===== src/design/flcr_defines.vh =====
// constants for the fault line channel response block
`ifndef FLCR_DEFINES_VH
`define FLCR_DEFINES_VH

// response register indices on the register port
`define FLCR_IDX_Z0_LINE_A 2'h0
`define FLCR_IDX_Z0_LINE_B 2'h1
`define FLCR_IDX_Z1_LINE_A 2'h2
`define FLCR_IDX_Z1_LINE_B 2'h3

// response register field layout
`define FLCR_RESP_CHAN_LSB 0
`define FLCR_RESP_CHAN_MSB 3
`define FLCR_RESP_RSVD_VAL 4'h0
`define FLCR_RESP_RESET 4'h0

// reset values of the status, alert, read data and chan_on outputs
`define FLCR_RD_DATA_RESET 8'h00
`define FLCR_STATUS_RESET 4'h0
`define FLCR_ALERT_N_RESET 1'b1
`define FLCR_CHAN_ON_RESET 1'b1

// released fault line level
`define FLCR_LINE_IDLE 1'b1

// persistence time before a shutdown is taken
`define FLCR_CLK_PERIOD_NS 10
`define FLCR_PERSIST_NS 10000
`define FLCR_PERSIST_CYCLES ((`FLCR_PERSIST_NS + `FLCR_CLK_PERIOD_NS - 1) / `FLCR_CLK_PERIOD_NS)

// width of the turn-on delay and rise counts
`define FLCR_TIME_W 16

`endif


===== src/design/flcr_line_filter.v =====
// fault line synchroniser, assertion detector and persistence timer
`timescale 1ns/10ps
`include "flcr_defines.vh"

module flcr_line_filter #(
  parameter CNT_W = 11,
  parameter [CNT_W-1:0] PERSIST_CYCLES = `FLCR_PERSIST_CYCLES
) (
  input wire clk,
  input wire rst_b,
  input wire line_in,
  output wire asserted,
  output wire assert_pulse,
  output wire persisted
);

  reg sync1_reg;
  reg sync2_reg;
  reg sync3_reg;
  reg level_reg;
  reg asserted_reg;
  reg pulse_reg;
  reg persist_reg;
  reg [CNT_W-1:0] cnt_reg;
  reg level_next;

  always @(posedge clk or negedge rst_b) begin
    if (!rst_b) begin
      sync1_reg <= `FLCR_LINE_IDLE;
      sync2_reg <= `FLCR_LINE_IDLE;
      sync3_reg <= `FLCR_LINE_IDLE;
    end else begin
      sync1_reg <= line_in;
      sync2_reg <= sync1_reg;
      sync3_reg <= sync2_reg;
    end
  end

  // level moves only when the last two stages agree
  always @* begin
    level_next = level_reg;
    if (sync2_reg == sync3_reg) begin
      level_next = sync2_reg;
    end
  end

  always @(posedge clk or negedge rst_b) begin
    if (!rst_b) begin
      level_reg <= `FLCR_LINE_IDLE;
      asserted_reg <= 1'b0;
      pulse_reg <= 1'b0;
      persist_reg <= 1'b0;
      cnt_reg <= {CNT_W{1'b0}};
    end else begin
      level_reg <= level_next;
      // low level
      asserted_reg <= ~level_next;
      pulse_reg <= ~level_next & ~asserted_reg;
      if (level_next) begin
        cnt_reg <= {CNT_W{1'b0}};
        persist_reg <= 1'b0;
      end else if (cnt_reg != PERSIST_CYCLES) begin
        cnt_reg <= cnt_reg + {{(CNT_W-1){1'b0}}, 1'b1};
        // still low after
        persist_reg <= (cnt_reg == PERSIST_CYCLES - {{(CNT_W-1){1'b0}}, 1'b1});
      end
    end
  end

  assign asserted = asserted_reg;
  assign assert_pulse = pulse_reg;
  assign persisted = persist_reg;

endmodule


===== src/design/flcr_top.v =====
// fault line channel response: registers, status, alert and per-channel shutdown/restart
// Functional notes
// The fault lines are watched as inputs while the device may drive them (here oe stays 0), and each line's own response register picks the reaction.
// In zone 0 the two line registers steer channels 0 to 3, bit k for channel k.
// The second zone-0 line has its own register of the same layout over channels 0 to 3, evaluated on its own.
// In zone 1 the first line register steers channels 4 to 7, bits 0 to 3 in order.
// The second zone-1 line has its own register of the same layout over channels 4 to 7.
// An assertion of a line whose register has any bit set drives the alert low and sets that line's status bit.
// Bits 7 to 4 of every response register are read-only and read as zero.
// A channel whose response bit is 0 is never disturbed by that line.
// A channel whose response bit is 1 is shut down only if the line is still low 10 us after it went low.
// After such a shutdown, when the line releases, the channel restarts through its turn-on delay then its rise time.
// A line counts as asserted while it is low, and any device on it may pull it low.
// A channel enabled on both lines of its zone stays down while either enabled line holds and restarts only when none does.
`timescale 1ns/10ps
`include "flcr_defines.vh"

module flcr_top #(
  parameter NCHAN = 8,
  parameter TW = `FLCR_TIME_W,
  parameter PERSIST_CYCLES = `FLCR_PERSIST_CYCLES
) (
  input wire clk,
  input wire rst_b,
  input wire zone0_fault_line_a_in,
  output wire zone0_fault_line_a_out,
  output wire zone0_fault_line_a_oe,
  input wire zone0_fault_line_b_in,
  output wire zone0_fault_line_b_out,
  output wire zone0_fault_line_b_oe,
  input wire zone1_fault_line_a_in,
  output wire zone1_fault_line_a_out,
  output wire zone1_fault_line_a_oe,
  input wire zone1_fault_line_b_in,
  output wire zone1_fault_line_b_out,
  output wire zone1_fault_line_b_oe,
  input wire [1:0] reg_addr,
  input wire reg_wr_en,
  input wire [7:0] reg_wr_data,
  output wire [7:0] reg_rd_data,
  input wire [3:0] status_clear,
  output wire [3:0] status_mfr_bits,
  output wire alert_out_n,
  input wire [NCHAN*TW-1:0] ton_delay_cycles,
  input wire [NCHAN*TW-1:0] ton_rise_cycles,
  output wire [NCHAN-1:0] chan_on,
  output wire [NCHAN-1:0] chan_rising,
  output wire [NCHAN-1:0] chan_fault_off
);

  localparam ST_RUN = 2'b00;
  localparam ST_OFF = 2'b01;
  localparam ST_DELAY = 2'b10;
  localparam ST_RISE = 2'b11;
  localparam [TW-1:0] ONE = {{(TW-1){1'b0}}, 1'b1};
  // persistence counter width, wide enough for the default 10 us
  localparam PCNT_W = 11;

  reg [3:0] zone0_line_a_response_reg;
  reg [3:0] zone0_line_b_response_reg;
  reg [3:0] zone1_line_a_response_reg;
  reg [3:0] zone1_line_b_response_reg;
  reg [7:0] rd_data_reg;
  reg [7:0] rd_data_next;
  reg [3:0] status_reg;
  reg alert_n_reg;
  reg [3:0] line_oe_reg;
  reg [3:0] line_out_reg;

  wire [3:0] line_pin;
  wire [3:0] line_asserted;
  wire [3:0] line_pulse;
  wire [3:0] line_persist;
  wire [15:0] resp_flat;
  wire [3:0] line_armed;
  wire [3:0] status_next;
  wire [3:0] wr_sel;
  wire [3:0] wr_chan;
  wire alert_n_next;

  assign line_pin = {zone1_fault_line_b_in, zone1_fault_line_a_in, zone0_fault_line_b_in, zone0_fault_line_a_in};

  // one watcher per line
  genvar li;
  generate
    for (li = 0; li < 4; li = li + 1) begin : g_line
      flcr_line_filter #(
        .CNT_W(PCNT_W),
        .PERSIST_CYCLES(PERSIST_CYCLES[PCNT_W-1:0])
      ) u_filt (
        .clk(clk),
        .rst_b(rst_b),
        .line_in(line_pin[li]),
        .asserted(line_asserted[li]),
        .assert_pulse(line_pulse[li]),
        .persisted(line_persist[li])
      );
      assign line_armed[li] = |resp_flat[li*4 +: 4];
    end
  endgenerate

  assign resp_flat = {zone1_line_b_response_reg, zone1_line_a_response_reg,
                      zone0_line_b_response_reg, zone0_line_a_response_reg};

  // one write strobe per response register
  assign wr_sel[0] = reg_wr_en & (reg_addr == `FLCR_IDX_Z0_LINE_A);
  assign wr_sel[1] = reg_wr_en & (reg_addr == `FLCR_IDX_Z0_LINE_B);
  assign wr_sel[2] = reg_wr_en & (reg_addr == `FLCR_IDX_Z1_LINE_A);
  assign wr_sel[3] = reg_wr_en & (reg_addr == `FLCR_IDX_Z1_LINE_B);
  // writes to the upper bits are dropped
  assign wr_chan = reg_wr_data[`FLCR_RESP_CHAN_MSB:`FLCR_RESP_CHAN_LSB];

  always @(posedge clk or negedge rst_b) begin
    if (!rst_b) begin
      zone0_line_a_response_reg <= `FLCR_RESP_RESET;
      zone0_line_b_response_reg <= `FLCR_RESP_RESET;
      zone1_line_a_response_reg <= `FLCR_RESP_RESET;
      zone1_line_b_response_reg <= `FLCR_RESP_RESET;
    end else begin
      if (wr_sel[0]) begin
        zone0_line_a_response_reg <= wr_chan;
      end
      if (wr_sel[1]) begin
        zone0_line_b_response_reg <= wr_chan;
      end
      if (wr_sel[2]) begin
        zone1_line_a_response_reg <= wr_chan;
      end
      if (wr_sel[3]) begin
        zone1_line_b_response_reg <= wr_chan;
      end
    end
  end

  // upper bits read zero
  always @* begin
    rd_data_next = `FLCR_RD_DATA_RESET;
    case (reg_addr)
      `FLCR_IDX_Z0_LINE_A: begin
        rd_data_next = {`FLCR_RESP_RSVD_VAL, zone0_line_a_response_reg};
      end
      `FLCR_IDX_Z0_LINE_B: begin
        rd_data_next = {`FLCR_RESP_RSVD_VAL, zone0_line_b_response_reg};
      end
      `FLCR_IDX_Z1_LINE_A: begin
        rd_data_next = {`FLCR_RESP_RSVD_VAL, zone1_line_a_response_reg};
      end
      default: begin
        rd_data_next = {`FLCR_RESP_RSVD_VAL, zone1_line_b_response_reg};
      end
    endcase
  end

  // sticky status, set beats clear
  assign status_next = (status_reg & ~status_clear) | (line_pulse & line_armed);
  // alert stays low while any status bit is held
  assign alert_n_next = ~|status_next;

  always @(posedge clk or negedge rst_b) begin
    if (!rst_b) begin
      rd_data_reg <= `FLCR_RD_DATA_RESET;
      status_reg <= `FLCR_STATUS_RESET;
      alert_n_reg <= `FLCR_ALERT_N_RESET;
      line_oe_reg <= 4'h0;
      line_out_reg <= 4'h0;
    end else begin
      rd_data_reg <= rd_data_next;
      status_reg <= status_next;
      // alert low while any status set
      alert_n_reg <= alert_n_next;
      // lines are only monitored here; pulling them is another block's job
      line_oe_reg <= 4'h0;
      line_out_reg <= 4'h0;
    end
  end

  // per-channel shutdown and restart sequencer
  genvar ci;
  generate
    for (ci = 0; ci < NCHAN; ci = ci + 1) begin : g_chan
      localparam ZL = (ci / 4) * 2;
      localparam BK = ci % 4;
      reg [1:0] st_reg;
      reg [1:0] st_next;
      reg [TW-1:0] cnt_reg;
      reg [TW-1:0] cnt_next;
      reg on_reg;
      reg rise_reg;
      reg off_reg;
      wire en_a;
      wire en_b;
      wire kill;
      wire hold;
      reg on_next;
      reg rise_next;
      reg off_next;

      // bit k of each zone line register
      assign en_a = resp_flat[ZL*4 + BK];
      assign en_b = resp_flat[(ZL+1)*4 + BK];
      // only enabled lines, only after persistence
      assign kill = (en_a & line_persist[ZL]) | (en_b & line_persist[ZL+1]);
      // either enabled line still low keeps it down
      assign hold = (en_a & line_asserted[ZL]) | (en_b & line_asserted[ZL+1]);

      always @* begin
        st_next = st_reg;
        cnt_next = cnt_reg;
        case (st_reg)
          ST_RUN: begin
            if (kill) begin
              st_next = ST_OFF;
            end
          end
          ST_OFF: begin
            // restart with turn-on delay
            if (!hold) begin
              st_next = ST_DELAY;
              cnt_next = ton_delay_cycles[ci*TW +: TW];
            end
          end
          ST_DELAY: begin
            // a new persistent fault aborts the restart
            if (kill) begin
              st_next = ST_OFF;
            end else if (cnt_reg == {TW{1'b0}}) begin
              st_next = ST_RISE;
              cnt_next = ton_rise_cycles[ci*TW +: TW];
            end else begin
              cnt_next = cnt_reg - ONE;
            end
          end
          ST_RISE: begin
            // then the rise time
            if (kill) begin
              st_next = ST_OFF;
            end else if (cnt_reg == {TW{1'b0}}) begin
              st_next = ST_RUN;
            end else begin
              cnt_next = cnt_reg - ONE;
            end
          end
          default: begin
            st_next = ST_RUN;
          end
        endcase
      end

      // output levels decoded from the state being entered
      always @* begin
        on_next = 1'b0;
        rise_next = 1'b0;
        off_next = 1'b0;
        case (st_next)
          ST_RUN: begin
            on_next = 1'b1;
          end
          ST_RISE: begin
            on_next = 1'b1;
            rise_next = 1'b1;
          end
          ST_OFF: begin
            off_next = 1'b1;
          end
          default: begin
            on_next = 1'b0;
          end
        endcase
      end

      always @(posedge clk or negedge rst_b) begin
        if (!rst_b) begin
          st_reg <= ST_RUN;
          cnt_reg <= {TW{1'b0}};
          on_reg <= `FLCR_CHAN_ON_RESET;
          rise_reg <= 1'b0;
          off_reg <= 1'b0;
        end else begin
          st_reg <= st_next;
          cnt_reg <= cnt_next;
          on_reg <= on_next;
          rise_reg <= rise_next;
          off_reg <= off_next;
        end
      end

      assign chan_on[ci] = on_reg;
      assign chan_rising[ci] = rise_reg;
      assign chan_fault_off[ci] = off_reg;
    end
  endgenerate

  assign reg_rd_data = rd_data_reg;
  assign status_mfr_bits = status_reg;
  assign alert_out_n = alert_n_reg;
  assign zone0_fault_line_a_out = line_out_reg[0];
  assign zone0_fault_line_b_out = line_out_reg[1];
  assign zone1_fault_line_a_out = line_out_reg[2];
  assign zone1_fault_line_b_out = line_out_reg[3];
  assign zone0_fault_line_a_oe = line_oe_reg[0];
  assign zone0_fault_line_b_oe = line_oe_reg[1];
  assign zone1_fault_line_a_oe = line_oe_reg[2];
  assign zone1_fault_line_b_oe = line_oe_reg[3];

endmodule


===== config.mk =====
export PLATFORM = sky130hd
export DESIGN_NAME = flcr_top
export DESIGN_NICKNAME = d
export VERILOG_FILES = /design/src/design/flcr_line_filter.v /design/src/design/flcr_top.v
export VERILOG_INCLUDE_DIRS = /design/src /design/src/design
export SDC_FILE = /design/constraint.sdc
export NUM_CORES = 1
export LEC_CHECK = 0
export ABC_AREA = 1
export BUFFER_PORTS_ARGS = -buffer_cell sky130_fd_sc_hd__buf_2
export CAP_MARGIN = 20
export CORE_ASPECT_RATIO = 1.4
export CORE_MARGIN = 10
export CORE_UTILIZATION = 55
export CTS_CLUSTER_DIAMETER = 40
export DETAILED_ROUTE_END_ITERATION = 6
export GPL_ROUTABILITY_DRIVEN = 1
export PLACE_DENSITY = 0.78
export SETUP_SLACK_MARGIN = 0.3
export SYNTH_ARGS = -nofsm -noshare
export SYNTH_HDL_FRONTEND = slang
export SYNTH_SLANG_ARGS = --single-unit

===== constraint.sdc =====
create_clock -name clk -period 3.5 [get_ports clk]
set_clock_uncertainty 0.2 [all_clocks]
set_input_delay 0.175 -clock clk [delete_from_list [all_inputs] [get_ports clk]]
set_output_delay 0.175 -clock clk [all_outputs]
set_load 0.02 [all_outputs]

==> impl_metrics.prom, run 1 <==
# TYPE chip_impl_metric gauge
chip_impl_metric{name="synth_top_area_share",unit=""} 0.321
chip_impl_metric{name="syn-mean-instance-area",unit="um2"} 6.67
chip_impl_metric{name="insertion_delay",unit="ns"} 0.53
chip_impl_info{name="crit_path_start_kind",value="register"} 1
chip_impl_metric{name="seq_power_share",unit=""} 0.398
chip_impl_metric{name="leakage",unit="nW"} 12.0
chip_impl_metric{name="combinationalPowerShare",unit=""} 0.109
chip_impl_metric{name="ys_ff_latch",unit=""} 265
chip_impl_info{name="cpMostUsedCell",value="nand2_1"} 1
chip_impl_metric{name="switching_share",unit=""} 0.257
chip_impl_metric{name="area_growth_from_synthesis_to_layout",unit="%"} 30.6
chip_impl_metric{name="die_height",unit="um"} 238
chip_impl_info{name="outcome",value="completed"} 1
chip_impl_metric{name="synthesis.instances",unit=""} 2806
chip_impl_metric{name="place.detailed.instances",unit=""} 3490
chip_impl_metric{name="share_clk_of_total_power",unit=""} 0.493
chip_impl_metric{name="total_clock_buffers_created_by_cts",unit=""} 40
chip_impl_metric{name="max_cap_viol_count",unit=""} 0
chip_impl_metric{name="totalWireLength",unit="um"} 59600
chip_impl_metric{name="wl_per_cell",unit="um"} 15.5
chip_impl_metric{name="crit_share_post_route",unit=""} 0.864
chip_impl_metric{name="post_detailed_route_via_to_cell_ratio",unit=""} 5.36
chip_impl_metric{name="synth.yosys.seq_area_share",unit=""} 0.356
chip_impl_metric{name="dpl.hpwl",unit="um"} 40300
chip_impl_metric{name="power.net_switching",unit="mW"} 2.12
chip_impl_info{name="post-synth-top-area-cell",value="dfrtp_1"} 1
chip_impl_metric{name="fin_setup_tns",unit="ns"} 0
chip_impl_metric{name="dp_slack",unit="ns"} 0.826
chip_impl_info{name="synth_top_cells_by_area",value="dfrtp_1 (32%), nand2_1 (20%), nand3_1 (6.6%), nor2_1 (6.6%), inv_1 (5.8%)"} 1
chip_impl_metric{name="cts.reportedPaths.clkPinSlew",unit="ns"} 0.06
chip_impl_info{name="worstPathCellList",value="inv_1, ha_2, nor2_8, inv_2, nand2_1, nand2_1, clkinv_1, nand3_2, clkinv_2, o21ai_1, dlygate4sd3_1, nand2_1"} 1
chip_impl_metric{name="final_antenna_net_count",unit=""} 0
chip_impl_metric{name="timing_max_transition_violations_final",unit=""} 0
chip_impl_metric{name="timing.final.setup_violations",unit=""} 0
chip_impl_metric{name="cp_data_required_time",unit="ns"} 3.72
chip_impl_metric{name="largest_net_degree_at_the_start_of_global_routing",unit=""} 94
chip_impl_metric{name="initial_utilization",unit=""} 0.560
chip_impl_metric{name="die_w",unit="um"} 176
chip_impl_metric{name="post-route-worst-setup-slack",unit="ns"} 0.476
chip_impl_metric{name="critical_path.max_stage_delay",unit="ns"} 0.57
chip_impl_metric{name="global_route_usage_over_all_layers",unit=""} 0.278
chip_impl_metric{name="synthesis.area",unit="um2"} 18700
chip_impl_metric{name="period_needed",unit="ns"} 3.02
chip_impl_metric{name="netlist-cell-type-count",unit=""} 60
chip_impl_metric{name="async_flop_share",unit=""} 1.00
chip_impl_metric{name="yosys_warnings",unit=""} 0
chip_impl_metric{name="hold_viol_final",unit=""} 0
chip_impl_metric{name="pin_count",unit=""} 322
chip_impl_info{name="cts-root-buf",value="clkbuf_16"} 1
chip_impl_metric{name="drive_gt1_frac",unit=""} 0.163
chip_impl_metric{name="fin_nets",unit=""} 3683
chip_impl_info{name="synth_flop_cell",value="dfrtp_1"} 1
chip_impl_metric{name="tightestPinTransition",unit="ns"} 0.752
chip_impl_metric{name="numPortBuffers",unit=""} 305
chip_impl_metric{name="htree_levels",unit=""} 2
chip_impl_metric{name="global_route.overflow_total",unit=""} 0
chip_impl_metric{name="clock_sinks",unit=""} 265
chip_impl_metric{name="routed-via-count",unit=""} 20600
chip_impl_metric{name="maximum_buffer_depth_of_the_clock_tree",unit=""} 3
chip_impl_metric{name="powerDensity",unit="nW/um2"} 336
chip_impl_metric{name="fp.dieArea",unit="um2"} 41900
chip_impl_metric{name="drt_first_iter_violations",unit=""} 1542
chip_impl_metric{name="grt_pass1_wl",unit="um"} 98700
chip_impl_info{name="worst_setup_ep_type",value="register"} 1
chip_impl_info{name="slowest_stage",value="dlygate4sd3_1"} 1
chip_impl_metric{name="post_cts_setup_buffer_count",unit=""} 0
chip_impl_metric{name="number_of_flip_flops_in_the_largest_register",unit=""} 128
chip_impl_metric{name="synth_enable_flop_cells",unit=""} 0
chip_impl_info{name="hp-class",value="in -> async"} 1
chip_impl_metric{name="critical_path_arrival",unit="ns"} 3.25
chip_impl_metric{name="post-route-drc-count",unit=""} 0
chip_impl_info{name="rsz_0062_raised_after_global_routing",value="yes"} 1
chip_impl_metric{name="worst_slew_margin_rel",unit=""} 0.499
chip_impl_info{name="tritoncts",value="done"} 1
chip_impl_metric{name="antenna_found_initial",unit=""} 4
chip_impl_metric{name="row_count",unit=""} 79
chip_impl_metric{name="maxClockFrequency",unit="MHz"} 331
chip_impl_metric{name="gp_congestion",unit=""} 0.927
chip_impl_metric{name="final-instance-count-excl-fill",unit=""} 3839
chip_impl_metric{name="final_util",unit=""} 0.731
chip_impl_metric{name="worstPathMaxFanout",unit=""} 19
chip_impl_info{name="crit_type",value="reg -> reg"} 1
chip_impl_metric{name="ir_worst_vdd",unit="mV"} 0.479
chip_impl_metric{name="first_pass_iters",unit=""} 6
chip_impl_metric{name="floorplan.core_area",unit="um2"} 33400
chip_impl_metric{name="internal-power",unit="mW"} 6.10
chip_impl_metric{name="grt_pass1_vias",unit=""} 21100
## metrics by stage
stage / hold slack [ns] / power, mW / instance area, um2
final: 0.0353 / 8.22 / 24400
after global routing: 0.0835 / 8.54 / 24400
after CTS: 0.0603 / 8.26 / 24400
after detailed placement: 0.0550 / 3.97 / 20300
after global placement: 0.0537 / 3.95 / 20300
after floorplan: -0.321 / 3.63 / 18700
## placed cells by master (no fill, tap or decap), types with 5 or more instances in the layout
master,synthesis,layout
or2_2,21,21
nor2_4,13,14
a22oi_1,7,7
nand2_1,994,993
o21bai_1,5,5
nor2_2,40,39
nand3b_1,27,27
nand3_1,248,248
nor3_1,31,31
dfrtp_1,240,240
nand2_4,9,9
clkinv_1,7,7
inv_2,12,11
o21ai_0,101,101
ha_1,45,43
clkbuf_16,0,41
a21oi_1,60,60
dlygate4sd3_1,0,274
nand4_1,43,43
o21ai_1,26,26
xnor2_1,9,9
conb_1,1,12
buf_4,45,13
nand2_2,17,18
nand3_2,9,9
o211ai_1,13,13
buf_2,21,304
nor4_1,5,5
inv_1,287,287
nor2_1,329,329
dfstp_2,25,25
clkbuf_1,10,7
xor2_1,28,28
inv_6,0,6
a21boi_0,13,13
## per-layer routing
layer | routed length, um | up-vias | track usage
li1 | - | 9977 | -
met1 | 22900 | 9507 | 0.308
met2 | 30000 | 850 | 0.497
met3 | 3800 | 252 | 0.0495
met4 | 2920 | 4 | 0.141
met5 | 22 | - | 0
## critical path, delay by kind of cell, from the launching register on
family          cells  cell delay (ns)
buf+inv             5             1.22
fa+ha+maj           1             0.32
simple gates        5             0.58
flops               1             0.43
compound gates      1             0.17
## Yosys cell counts, drive strengths merged, types with 26 or more instances
cell type,count
ha,45
buf,82
nand2,1020
or2,26
inv,300
nor3,34
nand3,257
nand4,46
o21ai,131
dfrtp,240
nand3b,27
a21oi,62
nor2,385
xor2,28
## cells by family after synthesis
group           count (synthesis)  synth area share
compound gates                253            0.0778
flops                         265             0.356
fa+ha+maj                      45            0.0301
xor+xnor                       37            0.0173
simple gates                 1806             0.422
buf+inv                       399            0.0967
other cells                     1          0.000200
## power groups by stage
stage / clock (mW) / sequential, mW / combinational, mW
global route: 4.25 / 3.29 / 0.996
finish: 4.05 / 3.27 / 0.894
detailed placement: 0 / 3.33 / 0.642
global placement: 0 / 3.32 / 0.623
CTS: 4.11 / 3.27 / 0.873
floorplan: 0 / 3.33 / 0.300
## worst paths after layout
path	from	end	slack [ns]	depth (start not counted)
setup reg to reg	g_chan[1].st_reg[0]$_DFF_PN0_	g_chan[1].cnt_reg[2]$_DFFE_PN0P_	0.48	12
hold / removal	rst_b	g_chan[3].cnt_reg[5]$_DFFE_PN0P_	0.04	2
max in group asynchronous	rst_b	g_chan[4].cnt_reg[0]$_DFFE_PN0P_	2.14	3
hold reg to reg	g_line[2].u_filt.sync1_reg$_DFF_PN1_	g_line[2].u_filt.sync2_reg$_DFF_PN1_	0.15	0
setup / recovery	g_chan[1].st_reg[0]$_DFF_PN0_	g_chan[1].cnt_reg[2]$_DFFE_PN0P_	0.48	12
min in group clk	zone1_fault_line_a_in	g_line[2].u_filt.sync1_reg$_DFF_PN1_	0.10	2
## cell type report
type	count	area, um2
Multi-Input combinational cell	2153	10300
Fill cell	2633	8980
Sequential cell	265	6660
Timing Repair Buffer	594	4420
Inverter	307	1160
Clock buffer	50	1080
Tap cell	445	557
Clock inverter	22	263
Antenna cell	3	7.51
## what timing repair did
item | 4_1_cts | 5_1_grt
resized for setup | 0 | 5
endpoints found under the setup margin | 0 | 3
endpoints found under the hold margin | 245 | 0
hold buffers | 274 | 0
No activity file was read; power rests on OpenSTA's default activity.
==> inputs of run 2 (changes only) <==
CTS_BUF_LIST = sky130_fd_sc_hd__clkbuf_2 sky130_fd_sc_hd__clkbuf_4 sky130_fd_sc_hd__clkbuf_8   (was default)
==> impl_metrics.prom, run 2 (synthesis gave the netlist of run 1 again) <==
# TYPE chip_impl_metric gauge
chip_impl_info{name="outcome",value="finished, violations left"} 1
chip_impl_info{name="failed_checks",value="negative hold slack"} 1
chip_impl_info{name="hp-class",value="in -> async"} 1
chip_impl_metric{name="insertion_delay",unit="ns"} 0.60
chip_impl_info{name="rsz_0062_raised_after_global_routing",value="yes"} 1
chip_impl_metric{name="grt_pass1_vias",unit=""} 21100
chip_impl_metric{name="total_clock_buffers_created_by_cts",unit=""} 47
chip_impl_info{name="tritoncts",value="done"} 1
chip_impl_metric{name="place.detailed.instances",unit=""} 3490
chip_impl_metric{name="critical_path.n_buffers_inverters",unit=""} 3
chip_impl_metric{name="drt_first_iter_violations",unit=""} 1500
chip_impl_metric{name="path_depth",unit=""} 11
chip_impl_metric{name="wl_per_cell",unit="um"} 15.4
chip_impl_metric{name="hold_slack",unit="ns"} -0.0281
chip_impl_metric{name="totalWireLength",unit="um"} 59600
chip_impl_metric{name="row_count",unit=""} 79
chip_impl_metric{name="dpl.hpwl",unit="um"} 40300
chip_impl_metric{name="timing.final.setup_violations",unit=""} 0
chip_impl_info{name="crit_type",value="reg -> reg"} 1
chip_impl_metric{name="hold_viol_final",unit=""} 5
chip_impl_metric{name="leakage",unit="nW"} 11.9
chip_impl_metric{name="die_w",unit="um"} 176
chip_impl_metric{name="worst_slew_margin_rel",unit=""} 0.483
chip_impl_metric{name="crit_share_post_route",unit=""} 0.853
chip_impl_metric{name="die_height",unit="um"} 238
chip_impl_metric{name="routed-via-count",unit=""} 20600
chip_impl_metric{name="post_detailed_route_via_to_cell_ratio",unit=""} 5.33
chip_impl_metric{name="fp.dieArea",unit="um2"} 41900
chip_impl_metric{name="post_cts_setup_buffer_count",unit=""} 0
chip_impl_metric{name="period_needed",unit="ns"} 2.99
chip_impl_metric{name="timing_max_transition_violations_final",unit=""} 0
chip_impl_metric{name="post-route-drc-count",unit=""} 0
chip_impl_metric{name="cp_data_required_time",unit="ns"} 3.76
chip_impl_metric{name="antenna_found_initial",unit=""} 4
chip_impl_metric{name="final_antenna_net_count",unit=""} 0
chip_impl_info{name="critPathTopFamily",value="simple AND/OR/NAND/NOR gates"} 1
chip_impl_metric{name="grt_pass1_wl",unit="um"} 99000
chip_impl_info{name="rr_startpoint",value="g_chan[0].st_reg[0]$_DFF_PN0_"} 1
chip_impl_metric{name="clock_sinks",unit=""} 265
chip_impl_metric{name="final-instance-count-excl-fill",unit=""} 3858
chip_impl_info{name="worstPathCellList",value="ha_1, nor2_8, inv_1, nand2_1, nand2_1, nor2_4, buf_4, nand3_1, dlygate4sd3_1, nor2_1, nor2_1"} 1
chip_impl_metric{name="fin_nets",unit=""} 3695
chip_impl_metric{name="ir_worst_vdd",unit="mV"} 0.392
chip_impl_info{name="worst_setup_ep_type",value="register"} 1
chip_impl_metric{name="gp_congestion",unit=""} 0.927
chip_impl_metric{name="maxClockFrequency",unit="MHz"} 335
chip_impl_metric{name="worstRegToRegCells",unit=""} 11
chip_impl_metric{name="number_of_flip_flops_in_the_largest_register",unit=""} 128
chip_impl_metric{name="global_route.overflow_total",unit=""} 0
chip_impl_metric{name="cts.reportedPaths.clkPinSlew",unit="ns"} 0.06
chip_impl_metric{name="worstPathMaxFanout",unit=""} 17
chip_impl_metric{name="post-layout-total-power",unit="mW"} 7.48
chip_impl_metric{name="numPortBuffers",unit=""} 305
chip_impl_metric{name="pin_count",unit=""} 322
chip_impl_metric{name="critical_path.max_stage_delay",unit="ns"} 0.58
chip_impl_metric{name="maximum_buffer_depth_of_the_clock_tree",unit=""} 3
chip_impl_info{name="timing.rr.end",value="g_chan[0].cnt_reg[12]$_DFFE_PN0P_"} 1
chip_impl_metric{name="initial_utilization",unit=""} 0.560
chip_impl_metric{name="area_growth_from_synthesis_to_layout",unit="%"} 29.5
chip_impl_metric{name="tightestPinTransition",unit="ns"} 0.776
chip_impl_info{name="slowest_stage",value="dlygate4sd3_1"} 1
chip_impl_info{name="mostFrequentLayoutCell",value="nand2_1"} 1
chip_impl_metric{name="worst-r2r-setup-slack",unit="ns"} 0.51
chip_impl_metric{name="fin_setup_tns",unit="ns"} 0
chip_impl_metric{name="global_route_usage_over_all_layers",unit=""} 0.278
chip_impl_metric{name="largest_net_degree_at_the_start_of_global_routing",unit=""} 94
chip_impl_metric{name="htree_levels",unit=""} 2
chip_impl_metric{name="critical_path_arrival",unit="ns"} 3.24
chip_impl_metric{name="floorplan.core_area",unit="um2"} 33400
chip_impl_metric{name="max_cap_viol_count",unit=""} 0
chip_impl_metric{name="first_pass_iters",unit=""} 6
chip_impl_metric{name="drive_gt1_frac",unit=""} 0.168
chip_impl_metric{name="final_util",unit=""} 0.725
chip_impl_info{name="final_cell_mix",value="nand2_1 (993), nor2_1 (329), buf_2 (304)"} 1
chip_impl_info{name="cts-root-buf",value="clkbuf_8"} 1
chip_impl_info{name="crit_path_start_kind",value="register"} 1
chip_impl_metric{name="powerDensity",unit="nW/um2"} 309
## run 2: routing by layer
metal	global-route usage	share of wire	up-vias
met3	0.0517	0.064	224
li1	-	-	9987
met2	0.501	0.51	835
met4	0.131	0.042	2
met1	0.309	0.38	9529
met5	0	0.00015	-
## run 2: worst max-delay path by stage
stage,startpoint,endpoint
after detailed placement,g_chan[0].st_reg[0]$_DFF_PN0_,g_chan[0].cnt_reg[9]$_DFFE_PN0P_
after global placement,g_chan[1].st_reg[0]$_DFF_PN0_,g_chan[1].cnt_reg[13]$_DFFE_PN0P_
after floorplan,g_chan[0].st_reg[0]$_DFF_PN0_,g_chan[0].on_reg$_DFF_PN1_
after CTS,g_chan[0].st_reg[0]$_DFF_PN0_,g_chan[0].cnt_reg[12]$_DFFE_PN0P_
final,g_chan[0].st_reg[0]$_DFF_PN0_,g_chan[0].cnt_reg[12]$_DFFE_PN0P_
after global routing,g_chan[1].st_reg[0]$_DFF_PN0_,g_chan[1].cnt_reg[2]$_DFFE_PN0P_
## run 2: cell type report
| type | instances | area, um2 |
|---|---|---|
| Multi-Input combinational cell | 2153 | 10300 |
| Fill cell | 2703 | 9190 |
| Sequential cell | 265 | 6660 |
| Timing Repair Buffer | 599 | 4470 |
| Inverter | 307 | 1160 |
| Clock buffer | 68 | 867 |
| Tap cell | 445 | 557 |
| Clock inverter | 18 | 211 |
| Antenna cell | 3 | 7.51 |
## run 2: where the power goes
group	total (mW)	switching, mW	internal, mW
Sequential	3.27	0.0945	3.18
Clock	3.30	1.40	1.91
Combinational	0.903	0.441	0.462
## run 2: through the flow
stage | hold WS, ns | setup slack [ns] | area [um2]
6_report | -0.0281 | 0.514 | 24200
3_5_place_dp | 0.0550 | 0.826 | 20300
3_3_place_gp | 0.0537 | 0.894 | 20300
5_1_grt | 0.0354 | 0.259 | 24200
4_1_cts | 0.0153 | 0.367 | 24200
2_1_floorplan | -0.321 | 1.42 | 18700
## run 2: timing repair
| action | in CTS | in global routing |
|---|---|---|
| hold buffers | 279 | 0 |
| gates resized for setup | 0 | 5 |
| endpoints found under the hold margin | 350 | 0 |
| setup endpoints to repair | 0 | 4 |
